$ cat src/adhp_pkg.sv
// Shared constants and types for the ATA device host port
package adhp_pkg;
	// Bus widths and buffering
	localparam int DATA_W     = 16;
	localparam int TASK_W     = 8;
	localparam int FIFO_DEPTH = 16;
	localparam int RX_MARGIN  = 4;
	// Ultra DMA read strobe pacing
	localparam int CLK_MHZ        = 100;
	localparam int T_UDMA_HALF_NS = 60;
	localparam int UDMA_HALF_CYC  = (T_UDMA_HALF_NS * CLK_MHZ + 999) / 1000;
	// Register addresses inside a chip-select group
	localparam logic [2:0] DA_DATA     = 3'h0;
	localparam logic [2:0] DA_DEVCTL   = 3'h6;
	localparam logic [2:0] DA_CMD_STAT = 3'h7;
	localparam int         NIEN_BIT    = 1;
	// Reset values
	localparam logic NIEN_RST    = 1'b0;
	localparam logic DSTROBE_RST = 1'b1;
	// Packed pin vector layout
	localparam int PIN_W     = 25;
	localparam int PIN_DD    = 0;
	localparam int PIN_DA    = 16;
	localparam int PIN_CS0   = 19;
	localparam int PIN_CS1   = 20;
	localparam int PIN_DMACK = 21;
	localparam int PIN_DIOR  = 22;
	localparam int PIN_DIOW  = 23;
	localparam int PIN_RST   = 24;
	localparam logic [PIN_W-1:0] PIN_IDLE = 25'h1F80000;
	// Transfer phase of the shared strobe lines
	typedef enum logic [1:0] {
		PH_REG     = 2'b00,
		PH_MDMA    = 2'b01,
		PH_UDMA_WR = 2'b10,
		PH_UDMA_RD = 2'b11
	} adhp_phase_type;
endpackage

$ cat src/adhp_fifo.sv
// Synchronous valid/ready FIFO used in both data directions
`timescale 1ns/100ps
module adhp_fifo #(
	parameter int WIDTH = 16,
	parameter int DEPTH = 16,
	localparam int AW = $clog2(DEPTH),
	localparam int CW = $clog2(DEPTH + 1)
) (
	// Clock and reset
	input  wire logic             clk_i,
	input  wire logic             rst_i,
	// Filling side
	input  wire logic [WIDTH-1:0] s_data_i,
	input  wire logic             s_valid_i,
	output wire logic             s_ready_o,
	// Draining side
	output wire logic [WIDTH-1:0] m_data_o,
	output wire logic             m_valid_o,
	input  wire logic             m_ready_i,
	// Fill level
	output wire logic [CW-1:0]    level_o
);
	logic [WIDTH-1:0] mem [DEPTH];
	logic [AW-1:0]    wr_ptr;
	logic [AW-1:0]    rd_ptr;
	logic [CW-1:0]    level;

	// Handshake decode
	wire push = s_valid_i & s_ready_o;
	wire pop  = m_valid_o & m_ready_i;
	assign s_ready_o = level != CW'(DEPTH);
	assign m_valid_o = level != '0;
	assign m_data_o  = mem[rd_ptr];
	assign level_o   = level;

	// Storage needs no reset, only the pointers and level do
	always_ff @(posedge clk_i) begin
		if (push) mem[wr_ptr] <= s_data_i;
	end

	// Pointers wrap explicitly so any depth works
	always_ff @(posedge clk_i) begin
		if (rst_i) begin
			wr_ptr <= '0;
			rd_ptr <= '0;
		end else begin
			if (push) wr_ptr <= (wr_ptr == AW'(DEPTH - 1)) ? '0 : wr_ptr + 1'b1;
			if (pop) rd_ptr <= (rd_ptr == AW'(DEPTH - 1)) ? '0 : rd_ptr + 1'b1;
		end
	end

	// Level tracks simultaneous push and pop
	always_ff @(posedge clk_i) begin
		if (rst_i) level <= '0;
		else if (push & ~pop) level <= level + 1'b1;
		else if (pop & ~push) level <= level - 1'b1;
	end
endmodule // adhp_fifo

$ cat src/adhp_host_port.sv
// Device end of the parallel ATA host port: PIO, multiword and Ultra DMA
//
// Summary of operation
// Host holds reset low during power-up and supply faults.
// Data register accesses move a full 16-bit word.
// All other register accesses use only data bits 7 to 0.
// Device raises DMA request when ready, handshaken with host acknowledge.
// In multiword DMA the host picks direction by toggling write or read strobe.
// Write strobe rising edge captures the bus into register or data.
// Host raises STOP on the write strobe line to end a burst.
// While read strobe is low the device drives the addressed data.
// Host captures read data on the read strobe rising edge.
// In Ultra DMA read the host signals readiness on the read line.
// Ultra DMA write latches one word on each host strobe edge.
// Ready line tells the host whether a PIO cycle can complete.
// In Ultra DMA write device signals readiness on the ready line.
// Ultra DMA read toggles device strobe, one word per edge.
// Host answers DMA request with acknowledge when ready.
// Interrupt is driven only when selected and enabled, else released.
// Pending interrupt clears on status read, command write or DRQ drop.
// Chip selects pick register group, address lines pick the register.
// Data bus released except while returning read data.
// Shared strobe lines change meaning with the transfer phase.
`timescale 1ns/100ps
module adhp_host_port #(
	parameter int DATA_W     = adhp_pkg::DATA_W,
	parameter int FIFO_DEPTH = adhp_pkg::FIFO_DEPTH,
	localparam int LW = $clog2(FIFO_DEPTH + 1)
) (
	// Clock and reset
	input  wire logic              CLK_I,
	input  wire logic              RST_I,
	// Host cable inputs
	input  wire logic              RESET_N_I,
	input  wire logic              DIOW_N_I,
	input  wire logic              DIOR_N_I,
	input  wire logic              DMACK_N_I,
	input  wire logic              CS0_N_I,
	input  wire logic              CS1_N_I,
	input  wire logic [2:0]        DA_I,
	input  wire logic [DATA_W-1:0] DD_I,
	// Host cable outputs
	output wire logic [DATA_W-1:0] DD_O,
	output wire logic              DD_OE_N_O,
	output wire logic              DMARQ_O,
	output wire logic              IORDY_O,
	output wire logic              IORDY_OE_N_O,
	output wire logic              INTRQ_O,
	output wire logic              INTRQ_OE_N_O,
	// Drive-side control
	input  wire logic              DEV_SEL_I,
	input  wire logic              IRQ_SET_I,
	input  wire logic              DRQ_I,
	input  wire logic              DMA_EN_I,
	input  wire logic              DMA_WRITE_I,
	input  wire logic              UDMA_I,
	// Task register access
	output wire logic              REG_WR_O,
	output wire logic              REG_RD_O,
	output wire logic              REG_CS1_O,
	output wire logic [2:0]        REG_DA_O,
	output wire logic [7:0]        REG_WDATA_O,
	input  wire logic [7:0]        REG_RDATA_I,
	// Host-to-drive data stream
	output wire logic [DATA_W-1:0] RX_DATA_O,
	output wire logic              RX_VALID_O,
	input  wire logic              RX_READY_I,
	// Drive-to-host data stream
	input  wire logic [DATA_W-1:0] TX_DATA_I,
	input  wire logic              TX_VALID_I,
	output wire logic              TX_READY_O,
	// Status
	output wire logic              HOST_RESET_O,
	output wire logic              IRQ_PEND_O,
	output wire logic [1:0]        PHASE_O
);
	localparam int TW = adhp_pkg::TASK_W;
	localparam logic [3:0] DIV_LAST = 4'(adhp_pkg::UDMA_HALF_CYC - 1);
	localparam logic [LW-1:0] RX_ROOM_LVL =
		LW'(FIFO_DEPTH - adhp_pkg::RX_MARGIN);

	// One group selected, matching group and register
	function automatic logic reg_hit(input logic c0, input logic c1,
			input logic [2:0] a, input logic want_c1,
			input logic [2:0] want_a);
		reg_hit = (c0 ^ c1) && (c1 == want_c1) && (a == want_a);
	endfunction

	logic [adhp_pkg::PIN_W-1:0] pin_s1;
	logic [adhp_pkg::PIN_W-1:0] pin_s2;
	logic [adhp_pkg::PIN_W-1:0] pin_q;
	adhp_pkg::adhp_phase_type   phase;
	adhp_pkg::adhp_phase_type   next_phase;
	logic [DATA_W-1:0]          dd_out;
	logic                       dd_oe_n;
	logic                       dmarq;
	logic                       iordy;
	logic                       iordy_oe_n;
	logic                       irq_pend;
	logic                       intrq_oe_n;
	logic                       nien;
	logic                       drq_q;
	logic [3:0]                 div_cnt;
	logic                       ud_step;
	logic                       dstrobe;
	logic [DATA_W-1:0]          tx_data;
	logic                       tx_valid;
	logic                       rx_ready;
	logic [LW-1:0]              rx_level;

	// Every cable pin passes two flops; pin_q is a third for edges
	always_ff @(posedge CLK_I) begin
		if (RST_I) begin
			pin_s1 <= adhp_pkg::PIN_IDLE;
			pin_s2 <= adhp_pkg::PIN_IDLE;
			pin_q  <= adhp_pkg::PIN_IDLE;
		end else begin
			pin_s1 <= {RESET_N_I, DIOW_N_I, DIOR_N_I, DMACK_N_I,
				CS1_N_I, CS0_N_I, DA_I, DD_I};
			pin_s2 <= pin_s1;
			pin_q  <= pin_s2;
		end
	end

	// Strobe edges; data and address come from the older sample
	wire diow_rise = pin_s2[adhp_pkg::PIN_DIOW] & ~pin_q[adhp_pkg::PIN_DIOW];
	wire dior_rise = pin_s2[adhp_pkg::PIN_DIOR] & ~pin_q[adhp_pkg::PIN_DIOR];
	wire strb_edge = pin_s2[adhp_pkg::PIN_DIOR] ^ pin_q[adhp_pkg::PIN_DIOR];
	wire dior_low  = ~pin_q[adhp_pkg::PIN_DIOR];
	wire diow_low  = ~pin_q[adhp_pkg::PIN_DIOW];
	wire dmack     = ~pin_q[adhp_pkg::PIN_DMACK];
	wire cs0       = ~pin_q[adhp_pkg::PIN_CS0];
	wire cs1       = ~pin_q[adhp_pkg::PIN_CS1];
	wire [2:0] da  = pin_q[adhp_pkg::PIN_DA +: 3];
	wire [DATA_W-1:0] dd = pin_q[adhp_pkg::PIN_DD +: DATA_W];
	wire host_rst  = ~pin_q[adhp_pkg::PIN_RST];
	wire blk_rst   = RST_I | host_rst;

	// Register decode
	wire sel      = cs0 ^ cs1;
	wire hit_data = reg_hit(cs0, cs1, da, 1'b0, adhp_pkg::DA_DATA);
	wire hit_cmd  = reg_hit(cs0, cs1, da, 1'b0, adhp_pkg::DA_CMD_STAT);
	wire hit_ctl  = reg_hit(cs0, cs1, da, 1'b1, adhp_pkg::DA_DEVCTL);

	// Phase flags
	wire in_reg  = phase == adhp_pkg::PH_REG;
	wire in_mdma = phase == adhp_pkg::PH_MDMA;
	wire in_udwr = phase == adhp_pkg::PH_UDMA_WR;
	wire in_udrd = phase == adhp_pkg::PH_UDMA_RD;
	wire hdmardy = in_udrd & dior_low;

	// Phase selects what the shared lines mean
	always_comb begin
		next_phase = phase;
		case (phase)
			adhp_pkg::PH_REG: begin
				if (DMA_EN_I && dmack) begin
					if (!UDMA_I) next_phase = adhp_pkg::PH_MDMA;
					else if (DMA_WRITE_I) next_phase = adhp_pkg::PH_UDMA_WR;
					else next_phase = adhp_pkg::PH_UDMA_RD;
				end
			end
			adhp_pkg::PH_MDMA: begin
				if (!dmack) next_phase = adhp_pkg::PH_REG;
			end
			adhp_pkg::PH_UDMA_WR, adhp_pkg::PH_UDMA_RD: begin
				if (!dmack || diow_rise) next_phase = adhp_pkg::PH_REG;
			end
			default: next_phase = adhp_pkg::PH_REG;
		endcase
	end

	always_ff @(posedge CLK_I) begin
		if (blk_rst) phase <= adhp_pkg::PH_REG;
		else phase <= next_phase;
	end

	// Host writes: data register to FIFO, others to task registers
	wire pio_wr   = in_reg & diow_rise & sel;
	wire rx_push  = (pio_wr & hit_data) | (in_mdma & diow_rise)
		| (in_udwr & strb_edge);
	assign REG_WR_O    = pio_wr & ~hit_data;
	assign REG_CS1_O   = cs1;
	assign REG_DA_O    = da;
	assign REG_WDATA_O = dd[TW-1:0];

	// Pacing tick, declared ahead of the read path that uses it
	wire div_en   = in_udrd & (div_cnt == DIV_LAST);

	// PIO and multiword reads pop the drive-to-host FIFO on strobe release, Ultra DMA reads on a pacing tick
	wire pio_rd   = in_reg & dior_rise & sel;
	wire udma_ld  = div_en & hdmardy & ~ud_step & tx_valid;
	wire tx_pop   = (pio_rd & hit_data) | (in_mdma & dior_rise) | udma_ld;
	assign REG_RD_O = pio_rd & ~hit_data;

	// Data word or zero-extended task register
	wire [DATA_W-1:0] rd_word = (hit_data | in_mdma) ? tx_data
		: {{(DATA_W - TW){1'b0}}, REG_RDATA_I};
	wire dd_drive = in_udrd | (dior_low & ((in_reg & sel) | in_mdma));

	// Bus output latch; Ultra DMA holds each word for a full strobe
	always_ff @(posedge CLK_I) begin
		if (blk_rst) begin
			dd_out  <= '0;
			dd_oe_n <= 1'b1;
		end else begin
			dd_oe_n <= ~dd_drive;
			if (!in_udrd) dd_out <= rd_word;
			else if (udma_ld) dd_out <= tx_data;
		end
	end

	// Strobe pacing divider, only counts during Ultra DMA read
	always_ff @(posedge CLK_I) begin
		if (blk_rst | ~in_udrd | div_en) div_cnt <= '0;
		else div_cnt <= div_cnt + 1'b1;
	end

	// Load a word, then toggle the strobe half a period later
	always_ff @(posedge CLK_I) begin
		if (blk_rst | ~in_udrd) begin
			ud_step <= 1'b0;
			dstrobe <= adhp_pkg::DSTROBE_RST;
		end else if (div_en & hdmardy) begin
			if (ud_step) begin
				dstrobe <= ~dstrobe;
				ud_step <= 1'b0;
			end else if (tx_valid) begin
				ud_step <= 1'b1;
			end
		end
	end

	// Ready line: PIO wait, Ultra DMA pause, or device strobe
	wire rx_room  = rx_level <= RX_ROOM_LVL;
	wire pio_wait = in_reg & hit_data
		& ((dior_low & ~tx_valid) | (diow_low & ~rx_ready));
	wire next_iordy = in_udwr ? ~rx_room
		: in_udrd ? dstrobe : ~pio_wait;
	wire iordy_drive = in_udwr | in_udrd
		| (in_reg & sel & (dior_low | diow_low));
	always_ff @(posedge CLK_I) begin
		if (blk_rst) begin
			iordy      <= 1'b1;
			iordy_oe_n <= 1'b1;
		end else begin
			iordy      <= next_iordy;
			iordy_oe_n <= ~iordy_drive;
		end
	end

	// Request while the FIFO can take or give a word, and throughout an Ultra DMA burst
	wire next_dmarq = DMA_EN_I & (in_udwr | in_udrd
		| (DMA_WRITE_I ? rx_ready : tx_valid));
	always_ff @(posedge CLK_I) begin
		if (blk_rst) dmarq <= 1'b0;
		else dmarq <= next_dmarq;
	end

	// Interrupt: a new event beats a clear in the same cycle
	wire irq_clr = (pio_rd & hit_cmd) | (pio_wr & hit_cmd)
		| (drq_q & ~DRQ_I);
	always_ff @(posedge CLK_I) begin
		if (blk_rst) begin
			irq_pend   <= 1'b0;
			drq_q      <= 1'b0;
			nien       <= adhp_pkg::NIEN_RST;
			intrq_oe_n <= 1'b1;
		end else begin
			drq_q <= DRQ_I;
			if (IRQ_SET_I) irq_pend <= 1'b1;
			else if (irq_clr) irq_pend <= 1'b0;
			if (pio_wr & hit_ctl) nien <= dd[adhp_pkg::NIEN_BIT];
			intrq_oe_n <= ~(DEV_SEL_I & ~nien);
		end
	end

	// Host-to-drive buffer
	adhp_fifo #(.WIDTH(DATA_W), .DEPTH(FIFO_DEPTH)) u_rx_fifo (
		.clk_i     (CLK_I),
		.rst_i     (blk_rst),
		.s_data_i  (dd),
		.s_valid_i (rx_push),
		.s_ready_o (rx_ready),
		.m_data_o  (RX_DATA_O),
		.m_valid_o (RX_VALID_O),
		.m_ready_i (RX_READY_I),
		.level_o   (rx_level)
	);

	// Drive-to-host buffer
	adhp_fifo #(.WIDTH(DATA_W), .DEPTH(FIFO_DEPTH)) u_tx_fifo (
		.clk_i     (CLK_I),
		.rst_i     (blk_rst),
		.s_data_i  (TX_DATA_I),
		.s_valid_i (TX_VALID_I),
		.s_ready_o (TX_READY_O),
		.m_data_o  (tx_data),
		.m_valid_o (tx_valid),
		.m_ready_i (tx_pop),
		.level_o   ()
	);

	// Output drive
	assign DD_O         = dd_out;
	assign DD_OE_N_O    = dd_oe_n;
	assign DMARQ_O      = dmarq;
	assign IORDY_O      = iordy;
	assign IORDY_OE_N_O = iordy_oe_n;
	assign INTRQ_O      = irq_pend;
	assign INTRQ_OE_N_O = intrq_oe_n;
	assign HOST_RESET_O = host_rst;
	assign IRQ_PEND_O   = irq_pend;
	assign PHASE_O      = phase;
endmodule // adhp_host_port

$ cat config.mk
export PLATFORM = sky130hd
export DESIGN_NAME = adhp_host_port
export DESIGN_NICKNAME = d
export VERILOG_FILES = /design/src/adhp_pkg.sv /design/src/adhp_fifo.sv /design/src/adhp_host_port.sv
export SDC_FILE = /design/constraint.sdc
export NUM_CORES = 1
export LEC_CHECK = 0
export BUFFER_PORTS_ARGS = -buffer_cell sky130_fd_sc_hd__buf_2
export CORE_ASPECT_RATIO = 0.8
export CORE_MARGIN = 2
export CORE_UTILIZATION = 61
export CTS_CLUSTER_SIZE = 20
export DETAILED_ROUTE_END_ITERATION = 8
export GPL_ROUTABILITY_DRIVEN = 0
export PLACE_DENSITY = 0.79
export SLEW_MARGIN = 30
export SYNTH_ARGS = -nofsm -noshare
export SYNTH_HDL_FRONTEND = slang
export SYNTH_SLANG_ARGS = --single-unit
$ cat constraint.sdc
create_clock -name CLK_I -period 4.41 [get_ports CLK_I]
set_input_delay 0.882 -clock CLK_I [delete_from_list [all_inputs] [get_ports CLK_I]]
set_output_delay 0.882 -clock CLK_I [all_outputs]
set_load 0.05 [all_outputs]
## After elaboration in Yosys (flattened, before gate mapping)

Memory sizes are Yosys's and may differ from the RTL's. A register that Yosys moved wholly into a read port is not among the register bits.
Cells that the tools add are included.
Widths: inputs -> output; s select.

| cells by class | value |
|---|---|
| $lt $le $gt $ge | 1 |
| add/subtract/negate cells | 9 |
| eq/ne operators | 16 |
| bitwise gates (word level) | 81 |
| mux-type cells | 32 |
| reduce and logical (&&, ||, !) cells | 17 |

Operator list:

| operator | count |
|---|---|
| $mux 16 | 3 |
| $and 1x1->1 | 39 |
| $mux 4 | 8 |
| $not 1->1 | 23 |
| $add 4x1->4 const B | 5 |
| $mux 5 | 4 |
| $or 1x1->1 | 17 |
| $eq 4x4->1 const B | 4 |
| $mux 1 | 12 |
| $add 5x1->5 const B | 2 |
| $ne 5x5->1 const B | 2 |
| $reduce_bool 5->1 | 2 |
| $sub 5x1->5 const B | 2 |
| $mux 2 | 4 |
| $eq 3x3->1 const B | 2 |
| $logic_and 1x1->1 | 6 |
| $pmux 2 s3 | 1 |
| $reduce_bool 2->1 | 3 |
| $le 5x4->1 const B | 1 |
| $eq 2x2->1 const B | 2 |
| $eq 4x3->1 const B | 1 |
| $ne 2x1->1 const B | 2 |
| $ne 2x2->1 const B | 2 |
| $logic_not 3->1 | 1 |
| other kinds (7) | 8 |

| word-level totals | value |
|---|---|
| input port bits | 59 |
| output and inout bits | 58 |
| memories kept | 2 |
| bits in writable memories | 512 |
| bits in registers | 133 |

Memories:

| memory | depth | width | read ports | clocked after Yosys merged registers in | wr ports | line | text |
|---|---|---|---|---|---|---|---|
| u_rx_fifo.mem | 16 | 16 | 1 | 1 | 1 | adhp_fifo.sv:23 | `logic [WIDTH-1:0] mem [DEPTH];` |
| u_tx_fifo.mem | 16 | 16 | 1 | 1 | 1 | adhp_fifo.sv:23 |  |

## Longest topological paths before layout

Gate-level depths: netlist of run 1.

| depth | value |
|---|---|
| depth in word-level cells | 12 |
| gate-level depth with buffers | 16 |

## By module

From an unflattened synthesis of run 1, not the netlist that was laid out.

| second synthesis, totals | value |
|---|---|
| cell total of the unflattened synthesis | 1362 |
| area, all modules | 24652.4 sq um |

Modules (own cells, without submodules):

| module | times used | cells an instance | area each (sq um) |
|---|---|---|---|
| adhp_fifo | 2 | 506 | 10532.6 |
| adhp_host_port | 1 | 350 | 3587.2 |

## Least setup slack after synthesis of run 1

Ideal clock, no wire load.

| timing | value |
|---|---|
| kind | register -> register |
| start point | reg phase[0] (netlist: PHASE_O[0]) |
| end point | mem u_rx_fifo.mem[3][0] (enable) |
| library setup time | 0.430 ns |
| path buffers | 2 |
| stages on the path, launching flop included | 7 |
| arrival | 3.422 ns |
| slack | 0.558 ns |
| path through | dfxtp_1 clkbuf_1 inv_1 a2111oi_4 o21ai_2 clkbuf_1 nor4_1 |

| on the way | value |
|---|---|
| longest elaborated chain between the ends | 9 |

RTL lines:

| item | line | text |
|---|---|---|
| start, declared | adhp_host_port.sv:92 | `adhp_pkg::adhp_phase_type phase;` |
| start signal, assigned | adhp_host_port.sv:174 | `if (blk_rst) phase <= adhp_pkg::PH_REG;` |
| start signal, assigned | adhp_host_port.sv:175 | `else phase <= next_phase;` |
| $logic_not 2->1 | adhp_host_port.sv:146 | `wire in_reg = phase == adhp_pkg::PH_REG;` |
| $and 1x1->1 (2 in series) | adhp_host_port.sv:179 | `wire pio_wr = in_reg & diow_rise & sel;` |
| $and 1x1->1 | adhp_host_port.sv:180 | `wire rx_push = (pio_wr & hit_data) \| (in_mdma & diow_rise)` |
| $or 1x1->1 | adhp_host_port.sv:180 |  |
| $or 1x1->1 * | adhp_host_port.sv:181 | `\| (in_udwr & strb_edge);` |
| $and 1x1->1 * | adhp_fifo.sv:29 | `wire push = s_valid_i & s_ready_o;` |
| $mux 1 * | adhp_fifo.sv:38 | `if (push) mem[wr_ptr] <= s_data_i;` |
| $mux 1 (not written as such) * | adhp_fifo.sv:38 |  |
| end, declared | adhp_fifo.sv:23 |  |

Every way passes the cells marked *; elsewhere a longest branch is shown, timed or not.

## Final worst setup path of run 1

| timing | value |
|---|---|
| start point | reg pin_q[19] in the netlist's numbering |
| end point | reg u_rx_fifo.level[4] (netlist: u_rx_fifo.level_o[4]) |

| on the way | value |
|---|---|
| longest elaborated chain between the ends | 11 |

RTL lines:

| item | line | text |
|---|---|---|
| start, declared | adhp_host_port.sv:91 | `logic [adhp_pkg::PIN_W-1:0] pin_q;` |
| start signal, assigned | adhp_host_port.sv:116 | `pin_q <= adhp_pkg::PIN_IDLE;` |
| start signal, assigned | adhp_host_port.sv:121 | `pin_q <= pin_s2;` |
| $not 1->1 * | adhp_host_port.sv:132 | `wire cs0 = ~pin_q[adhp_pkg::PIN_CS0];` |
| $xor 1x1->1 * | adhp_host_port.sv:86, adhp_host_port.sv:140 |  |
| $logic_and 1x1->1 (2 in series) | adhp_host_port.sv:86 | `reg_hit = (c0 ^ c1) && (c1 == want_c1) && (a == want_a);` |
| $and 1x1->1 * | adhp_host_port.sv:180 |  |
| $or 1x1->1 * | adhp_host_port.sv:180 |  |
| $or 1x1->1 * | adhp_host_port.sv:181 |  |
| $and 1x1->1 * | adhp_fifo.sv:29 |  |
| net u_rx_fifo.push | adhp_fifo.sv:29 |  |
| $not 1->1 | adhp_fifo.sv:56 | `else if (pop & ~push) level <= level - 1'b1;` |
| $and 1x1->1 | adhp_fifo.sv:56 |  |
| $reduce_bool 2->1 (no source line) | n/a |  |
| end signal, assigned | adhp_fifo.sv:55 | `else if (push & ~pop) level <= level + 1'b1;` |
| end signal, assigned | adhp_fifo.sv:56 |  |
| end, declared | adhp_fifo.sv:26 | `logic [CW-1:0] level;` |

Mark *: on every way through the listed nets, which the timed path passes. The rest lies on a longest branch.
A chain may end at the register's enable or synchronous reset.

==> results of run 1 <==
[logic make-up (layout without fill, tap and decap cells)]
logic type                 after synthesis  after routing  synth area share
AOI/OAI and AO/OA                      118            118           0.03589
xor gates and xnor gates                12             12          0.004289
adders and majority gates               25             25           0.01338
buffers and inverters                   96            284           0.01756
DFF                                    653            653            0.7425
muxes                                  151            151            0.1352
and+or+nand+nor                        236            236           0.05110
[power breakdown]
part           total (W)  switching (W)  internal, W
clock            0.00495        0.00215      0.00279
combinational    0.00176        0.00105     0.000710
sequential       0.00692       0.000162      0.00675
total             0.0136        0.00336       0.0103
[metrics by stage]
| stage | util | cell area (sq um) | total power, W |
|---|---|---|---|
| final | 0.6998 | 27660 | 0.01362 |
| after global routing | 0.6998 | 27660 | 0.01407 |
| after CTS | 0.6997 | 27660 | 0.01369 |
| after detailed placement | 0.6527 | 25800 | 0.008793 |
| after global placement | 0.6527 | 25800 | 0.008751 |
| after floorplan | - | 24510 | 0.008316 |
[state kept, by name (all words and copies together), names as in the netlist, 2 cells and up, named ones only]
signal	flops
u_rx_fifo.mem	256
u_tx_fifo.mem	256
pin_q	25
pin_s1	25
pin_s2	25
DD_O	16
u_rx_fifo.level_o	5
u_tx_fifo.level_o	5
div_cnt	4
u_rx_fifo.rd_ptr	4
u_rx_fifo.wr_ptr	4
u_tx_fifo.rd_ptr	4
u_tx_fifo.wr_ptr	4
PHASE_O	2
[per-layer routing]
metal / global-route usage / up-vias / part of all wire
met4: 0.06222 / 2 / 0.019
met5: 0 / - / 0.00014
met3: 0.06203 / 84 / 0.096
met1: 0.3672 / 6346 / 0.43
met2: 0.3679 / 642 / 0.46
li1: - / 5375 / -
[cells in the final DEF, fill, tap and decap left out, types with 7 or more instances in the layout]
cell type / n
edfxtp_1: 512
mux4_2: 144
dfxtp_1: 138
buf_2: 116
nor2b_1: 65
clkbuf_16: 57
nor2_1: 42
buf_4: 41
nand2_1: 37
a22oi_1: 33
ha_1: 23
a21oi_1: 22
or2_2: 20
inv_1: 18
clkinv_2: 17
a31oi_1: 12
nand3_1: 11
and3_1: 9
o21ai_0: 9
clkbuf_1: 9
nand2b_1: 8
and2_1: 8
a32o_1: 8
o221ai_1: 8
nor2_2: 7
xor2_1: 7
[how the worst max path moves through the flow]
stage | slack [ps] | cells after the start | endpoint | start
global placement | 820 | 14 | u_rx_fifo.level_o[4]$_SDFFE_PP0P_ | pin_q[19]$_SDFF_PP1_
detailed placement | 600 | 14 | u_rx_fifo.level_o[4]$_SDFFE_PP0P_ | pin_q[19]$_SDFF_PP1_
CTS | 520 | 4 | RX_DATA_O[6] | flop
finish | 530 | 14 | u_rx_fifo.level_o[4]$_SDFFE_PP0P_ | pin_q[19]$_SDFF_PP1_
floorplan | 560 | 6 | u_rx_fifo.mem[3][0]$_DFFE_PP_ | PHASE_O[0]$_SDFFE_PP0P_
global route | 280 | 14 | u_rx_fifo.level_o[4]$_SDFFE_PP0P_ | pin_q[19]$_SDFF_PP1_
[final cells by class]
class	count	share of cell area
sequential	653	0.6582
multi-input combinational	542	0.2144
clock buffer	70	0.05478
timing repair buffer	159	0.03356
tap	536	0.02424
clock inverter	37	0.01239
inverter	18	0.002443
==> out/metrics.csv, run 1 <==
stage;metric;value;unit
timing;holdWs;406.8;ps
power_and_ir_drop;vdd_drop_max;331.1;uV
clocking;clk-insertion-delay-late;590;ps
timing;finalCriticalPeriod;3879;ps
hold_path;whs_path_depth;1;
clocking;cts_made_buffers;57;
status;status;finished clean;
yosys;synth_edf_count;512;
yosys;synthFlopType;edfxtp_1;
worst_setup_path;worstPathMaxFanout;18;
worst_setup_path;critPathArrivalTime;4400;ps
job;max_cap_viol_count;0;
worst_setup_path;reg2regPathDepth;14;
floorplanning;dieArea;41810;sq um
hold_path;hold_end;pin_q[21]$_SDFF_PP1_;
clocking;ctsResizeCount;0;
grt;antenna_found_initial;3;
timing;tns;0;ps
drt;vias_per_cell;6.178;
drt;ant_nets;0;
worst_setup_path;crit_buf_inv;3;
yosys;synthArstFlopShare;0;
hold_path;hold_path.class;flop to flop;
worst_setup_path;worst_r2r_startpoint;pin_q[19]$_SDFF_PP1_;
clocking;cts_setup_buffers;0;
worst_setup_path;critPathKind;flop to flop;
floorplanning;start_util;0.6200;
power_and_ir_drop;powerDensity;492.4;nW/um^2
cells_and_area;drive_gt1_frac;0.2975;
yosys;synthesis.area;24510;sq um
floorplanning;coreArea;39530;sq um
timing;setup_viol;0;
worst_setup_path;crit_chain;inv_1 > ha_1 > nor2b_1 > a2111oi_4 > o21ai_2 > inv_1 > ha_1 > inv_1 > ha_1 > nor2b_1 > o21a_1 > or3_1 > a21oi_1 > mux2i_1;
yosys;synth.area.top_cells;edfxtp_1 63%, mux4_2 13%, dfxtp_1 12%;
hold_path;min_from;pin_s2[21]$_SDFF_PP1_;
timing;final_max_slew_viol_count;0;
grt;grt_overflow_total;0;
worst_setup_path;cp_slowest_stage_delay;740;ps
clocking;clk_pin_slew;70;ps
clocking;hold_buffers;0;
power_and_ir_drop;p_leak;9.462;nW
worst_setup_path;slowest_stage;o21ai_2;
worst_setup_path;crit_family;compound AO/OA/AOI/OAI gates;
yosys;avgSynthCellArea;18.98;sq um
yosys;synth_nets;1375;
yosys;synth_warnings;0;
grt;first_global_vias;12521;
cells_and_area;multiInputGateArea;5931;sq um
worst_setup_path;r2r-end;u_rx_fifo.level_o[4]$_SDFFE_PP0P_;
worst_setup_path;critical_path.startpoint_type;flop;
yosys;synth_cell_type_count;53;
placed_design;port_buffers;116;
drt;drcViolationCount;0;
clocking;h-tree-depth;2;
clocking;clock_path_buffers;3;
cells_and_area;finalNonFillerCells;2015;
floorplanning;io_pins;117;
drt;drt_iter0_markers;1273;
worst_setup_path;worst_setup_path_end_kind;flop;
timing;finalCritPeriodShare;0.8795;
drt;wirelength;50.35;mm
worst_setup_path;worst-r2r-setup-slack;530;ps
timing;timing.fmax;0.2578;GHz
worst_setup_path;required;4930;ps
yosys;yosysTopAreaCell;edfxtp_1;
cells_and_area;area_growth;12.87;%
timing;hold_viol_final;0;
floorplanning;fp.dieW;228.1;um
clocking;tritoncts;done;
timing;rsz0062_at_grt;no;
floorplanning;die_y;183.3;um
timing;worst_slack;531.3;ps
cells_and_area;fillers;2455;
yosys;ys_seq_area_frac;0.7425;
grt;grt_usage;0.2452;
yosys;ys_top_cells_by_count;512 x edfxtp_1, 144 x mux4_2, 141 x dfxtp_1, 65 x nor2b_1, 49 x nor2_1;
drt;wl_per_cell;24.99;um
yosys;synth_seq_cells;653;
clocking;cts.sinks;653;
clocking;cts-root-buf;clkbuf_16;
drt;drt-pass1-iter-count;5;
floorplanning;fp-row-count;65;
yosys;syn_inst;1291;
placed_design;placed_cells;1908;
cells_and_area;fin_nets;1515;
drt;vias;12449;
grt;grt_pass1_wl;76.07;mm
grt;grt_max_degree;72;
yosys;synth_top_area_share;0.6274;
timing;slew_headroom;0.3178;
timing;max_slew.worst_pin.slew;1022;ps
yosys;synth_most_common_cell;edfxtp_1;
placed_design;hpwl;30.24;mm
placed_design;pre_cts_ws;595.1;ps
timing;fin_worst_skew;23.13;ps
cells_and_area;antennaDiodeCount;0;
cells_and_area;regArea;18210;sq um
No activity file was read; power rests on OpenSTA's default activity.
==> inputs of run 2 (changes only) <==
ABC_CLOCK_PERIOD_IN_PS = 4410   (was not set)
SYNTH_HIERARCHICAL = 1   (was not set)
==> out/metrics.csv, run 2 <==
stage;metric;value;unit
timing;tns;0;ps
cells_and_area;drive_gt1_frac;0.2822;
yosys;synth_top_area_share;0.6237;
timing;fin_worst_skew;28.50;ps
yosys;syn_inst;1362;
worst_setup_path;startpoint;pin_q[19]$_SDFF_PP1_;
worst_setup_path;worst-r2r-setup-slack;640;ps
placed_design;hpwl;30.68;mm
worst_setup_path;worstPathMaxFanout;9;
worst_setup_path;worst_setup_path_end_kind;flop;
drt;drt-pass1-iter-count;8;
clocking;cts-root-buf;clkbuf_16;
timing;timing.fmax;0.2652;GHz
worst_setup_path;critPathKind;flop to flop;
drt;drt_iter0_markers;1542;
timing;rsz0062_at_grt;no;
worst_setup_path;required;4860;ps
yosys;synth_nets;1446;
timing;max_slew.worst_pin.slew;985.4;ps
worst_setup_path;critical_path.startpoint_type;flop;
cells_and_area;area_growth;13.23;%
floorplanning;io_pins;117;
drt;drcViolationCount;0;
clocking;h-tree-depth;2;
grt;grt_max_degree;76;
yosys;synthesis.area;24650;sq um
clocking;clk-insertion-delay-late;600;ps
grt;grt_pass1_wl;79.15;mm
clocking;cts.sinks;653;
grt;grt_overflow_total;0;
clocking;clk_pin_slew;60;ps
yosys;synth_cell_type_count;61;
power_and_ir_drop;vdd_drop_max;326.0;uV
cells_and_area;fillers;2373;
yosys;synthArstFlopShare;0;
cells_and_area;fin_nets;1578;
timing;setup_viol;0;
timing;final_max_slew_viol_count;0;
floorplanning;dieArea;42050;sq um
yosys;synth.area.top_cells;edfxtp_1 62%, mux4_2 12%, dfxtp_1 11%;
yosys;avgSynthCellArea;18.10;sq um
drt;vias_per_cell;6.235;
cells_and_area;reg_top3;u_rx_fifo/mem (256), u_tx_fifo/mem (256);
yosys;synth_seq_cells;653;
yosys;synthFlopType;edfxtp_1;
power_and_ir_drop;power.total;0.01345;W
clocking;hold_buffers;0;
timing;worst_slack;638.7;ps
timing;slew_headroom;0.3431;
floorplanning;coreArea;39610;sq um
worst_setup_path;crit_end;u_rx_fifo/level_o[3]$_SDFFE_PP0P_;
grt;grt_usage;0.2536;
worst_setup_path;worst_r2r_startpoint;pin_q[19]$_SDFF_PP1_;
yosys;synth_edf_count;512;
yosys;synth_warnings;6;
timing;finalCritPeriodShare;0.8552;
floorplanning;fp-row-count;65;
timing;hold_viol_final;0;
timing;finalCriticalPeriod;3771;ps
status;status;finished clean;
drt;vias;12993;
placed_design;port_buffers;116;
drt;wirelength;52.19;mm
power_and_ir_drop;p_leak;9.428;nW
yosys;synth_most_common_cell;edfxtp_1;
floorplanning;fp.dieW;228.8;um
power_and_ir_drop;powerDensity;481.9;nW/um^2
yosys;ys_seq_area_frac;0.7382;
clocking;tritoncts;done;
placed_design;pre_cts_ws;691.5;ps
floorplanning;start_util;0.6224;
clocking;cts_setup_buffers;0;
job;max_cap_viol_count;0;
yosys;yosysTopAreaCell;edfxtp_1;
hold_path;hold_path.class;flop to flop;
clocking;cts_made_buffers;60;
clocking;ctsResizeCount;0;
yosys;ys_top_cells_by_count;512 x edfxtp_1, 141 x dfxtp_1, 128 x mux4_2, 74 x nand2_1, 64 x a22oi_1;
worst_setup_path;reg2regPathDepth;15;
cells_and_area;final_cell_mix;512 x edfxtp_1, 137 x dfxtp_1, 128 x mux4_2;
drt;ant_nets;0;
cells_and_area;layout_commonest_cell;edfxtp_1;
worst_setup_path;critPathArrivalTime;4220;ps
grt;antenna_found_initial;3;
floorplanning;die_y;183.8;um
drt;wl_per_cell;25.04;um
worst_setup_path;r2r-end;u_rx_fifo/level_o[3]$_SDFFE_PP0P_;
grt;first_global_vias;13150;
clocking;clock_path_buffers;3;
==> run 2: final cells by class <==
type                       instances  area (sq um)  area share
sequential                       653         18210      0.6523
multi-input combinational        610          6075      0.2176
clock buffer                      95          1823     0.06531
timing repair buffer             149         890.9     0.03192
tap                              536         670.6     0.02403
clock inverter                    18         158.9    0.005693
inverter                          20         80.08    0.002869
antenna                            3         7.507   0.0002689
==> run 2: logic make-up (layout without fill, tap and decap cells) <==
kind of cell    count (synthesis)  count (layout)  synth area share
flops                         653             653            0.7382
simple gates                  278             278           0.06095
compound gates                160             160           0.04400
mux                           136             136            0.1203
buf+inv                        99             282           0.01934
fa+ha+maj                      25              25           0.01330
xor+xnor                       11              11          0.003908
other cells                     0               3                 0
==> run 2: critical path, cell delays in order, from the launching register on <==
cell	delay, ps
dfxtp_1	320
inv_1	50
ha_1	150
or4b_4	500
nor2_1	110
nor2_1	60
o31ai_1	660
o21ai_4	250
inv_4	130
ha_1	170
inv_1	120
ha_1	300
a21o_1	180
a21oi_1	200
nor4_1	60
or3_1	410
==> run 2: metal layers <==
metal  track usage  vias to the layer above  share of wire
li1              -                     5598              -
met1        0.3723                     6651           0.41
met2        0.3819                      645           0.46
met3       0.06157                       99           0.10
met4       0.08105                        0          0.026
met5             0                        -              0
==> run 2: metrics by stage <==
step / util / hold slack [ps] / std cells / instance area [sq um]
final: 0.7048 / 403.6 / 2084 / 27910
after global routing: 0.7047 / 413.6 / 2083 / 27910
after CTS: 0.7046 / 404.4 / 2081 / 27910
after detailed placement: 0.6545 / 393.2 / 1968 / 25920
after global placement: 0.6535 / 391.7 / 1968 / 25880
after floorplan: - / 389.5 / 1362 / 24650
==> run 2: where the power goes <==
| part | switching (W) | internal, W |
|---|---|---|
| registers | 0.000157 | 0.00673 |
| logic | 0.000858 | 0.000606 |
| clock network | 0.00214 | 0.00295 |
==> run 2: how the worst min path moves through the flow <==
stage	startpoint	to	slack, ps	cells past startpoint
6_report	pin_s1[19]$_SDFF_PP1_	pin_s2[19]$_SDFF_PP1_	400	1
5_1_grt	pin_s1[20]$_SDFF_PP1_	pin_s2[20]$_SDFF_PP1_	410	1
4_1_cts	pin_s1[19]$_SDFF_PP1_	pin_s2[19]$_SDFF_PP1_	400	1
3_5_place_dp	pin_s1[19]$_SDFF_PP1_	pin_s2[19]$_SDFF_PP1_	390	1
3_3_place_gp	pin_s1[23]$_SDFF_PP1_	pin_s2[23]$_SDFF_PP1_	390	1
2_1_floorplan	pin_s2[19]$_SDFF_PP1_	pin_q[19]$_SDFF_PP1_	390	1
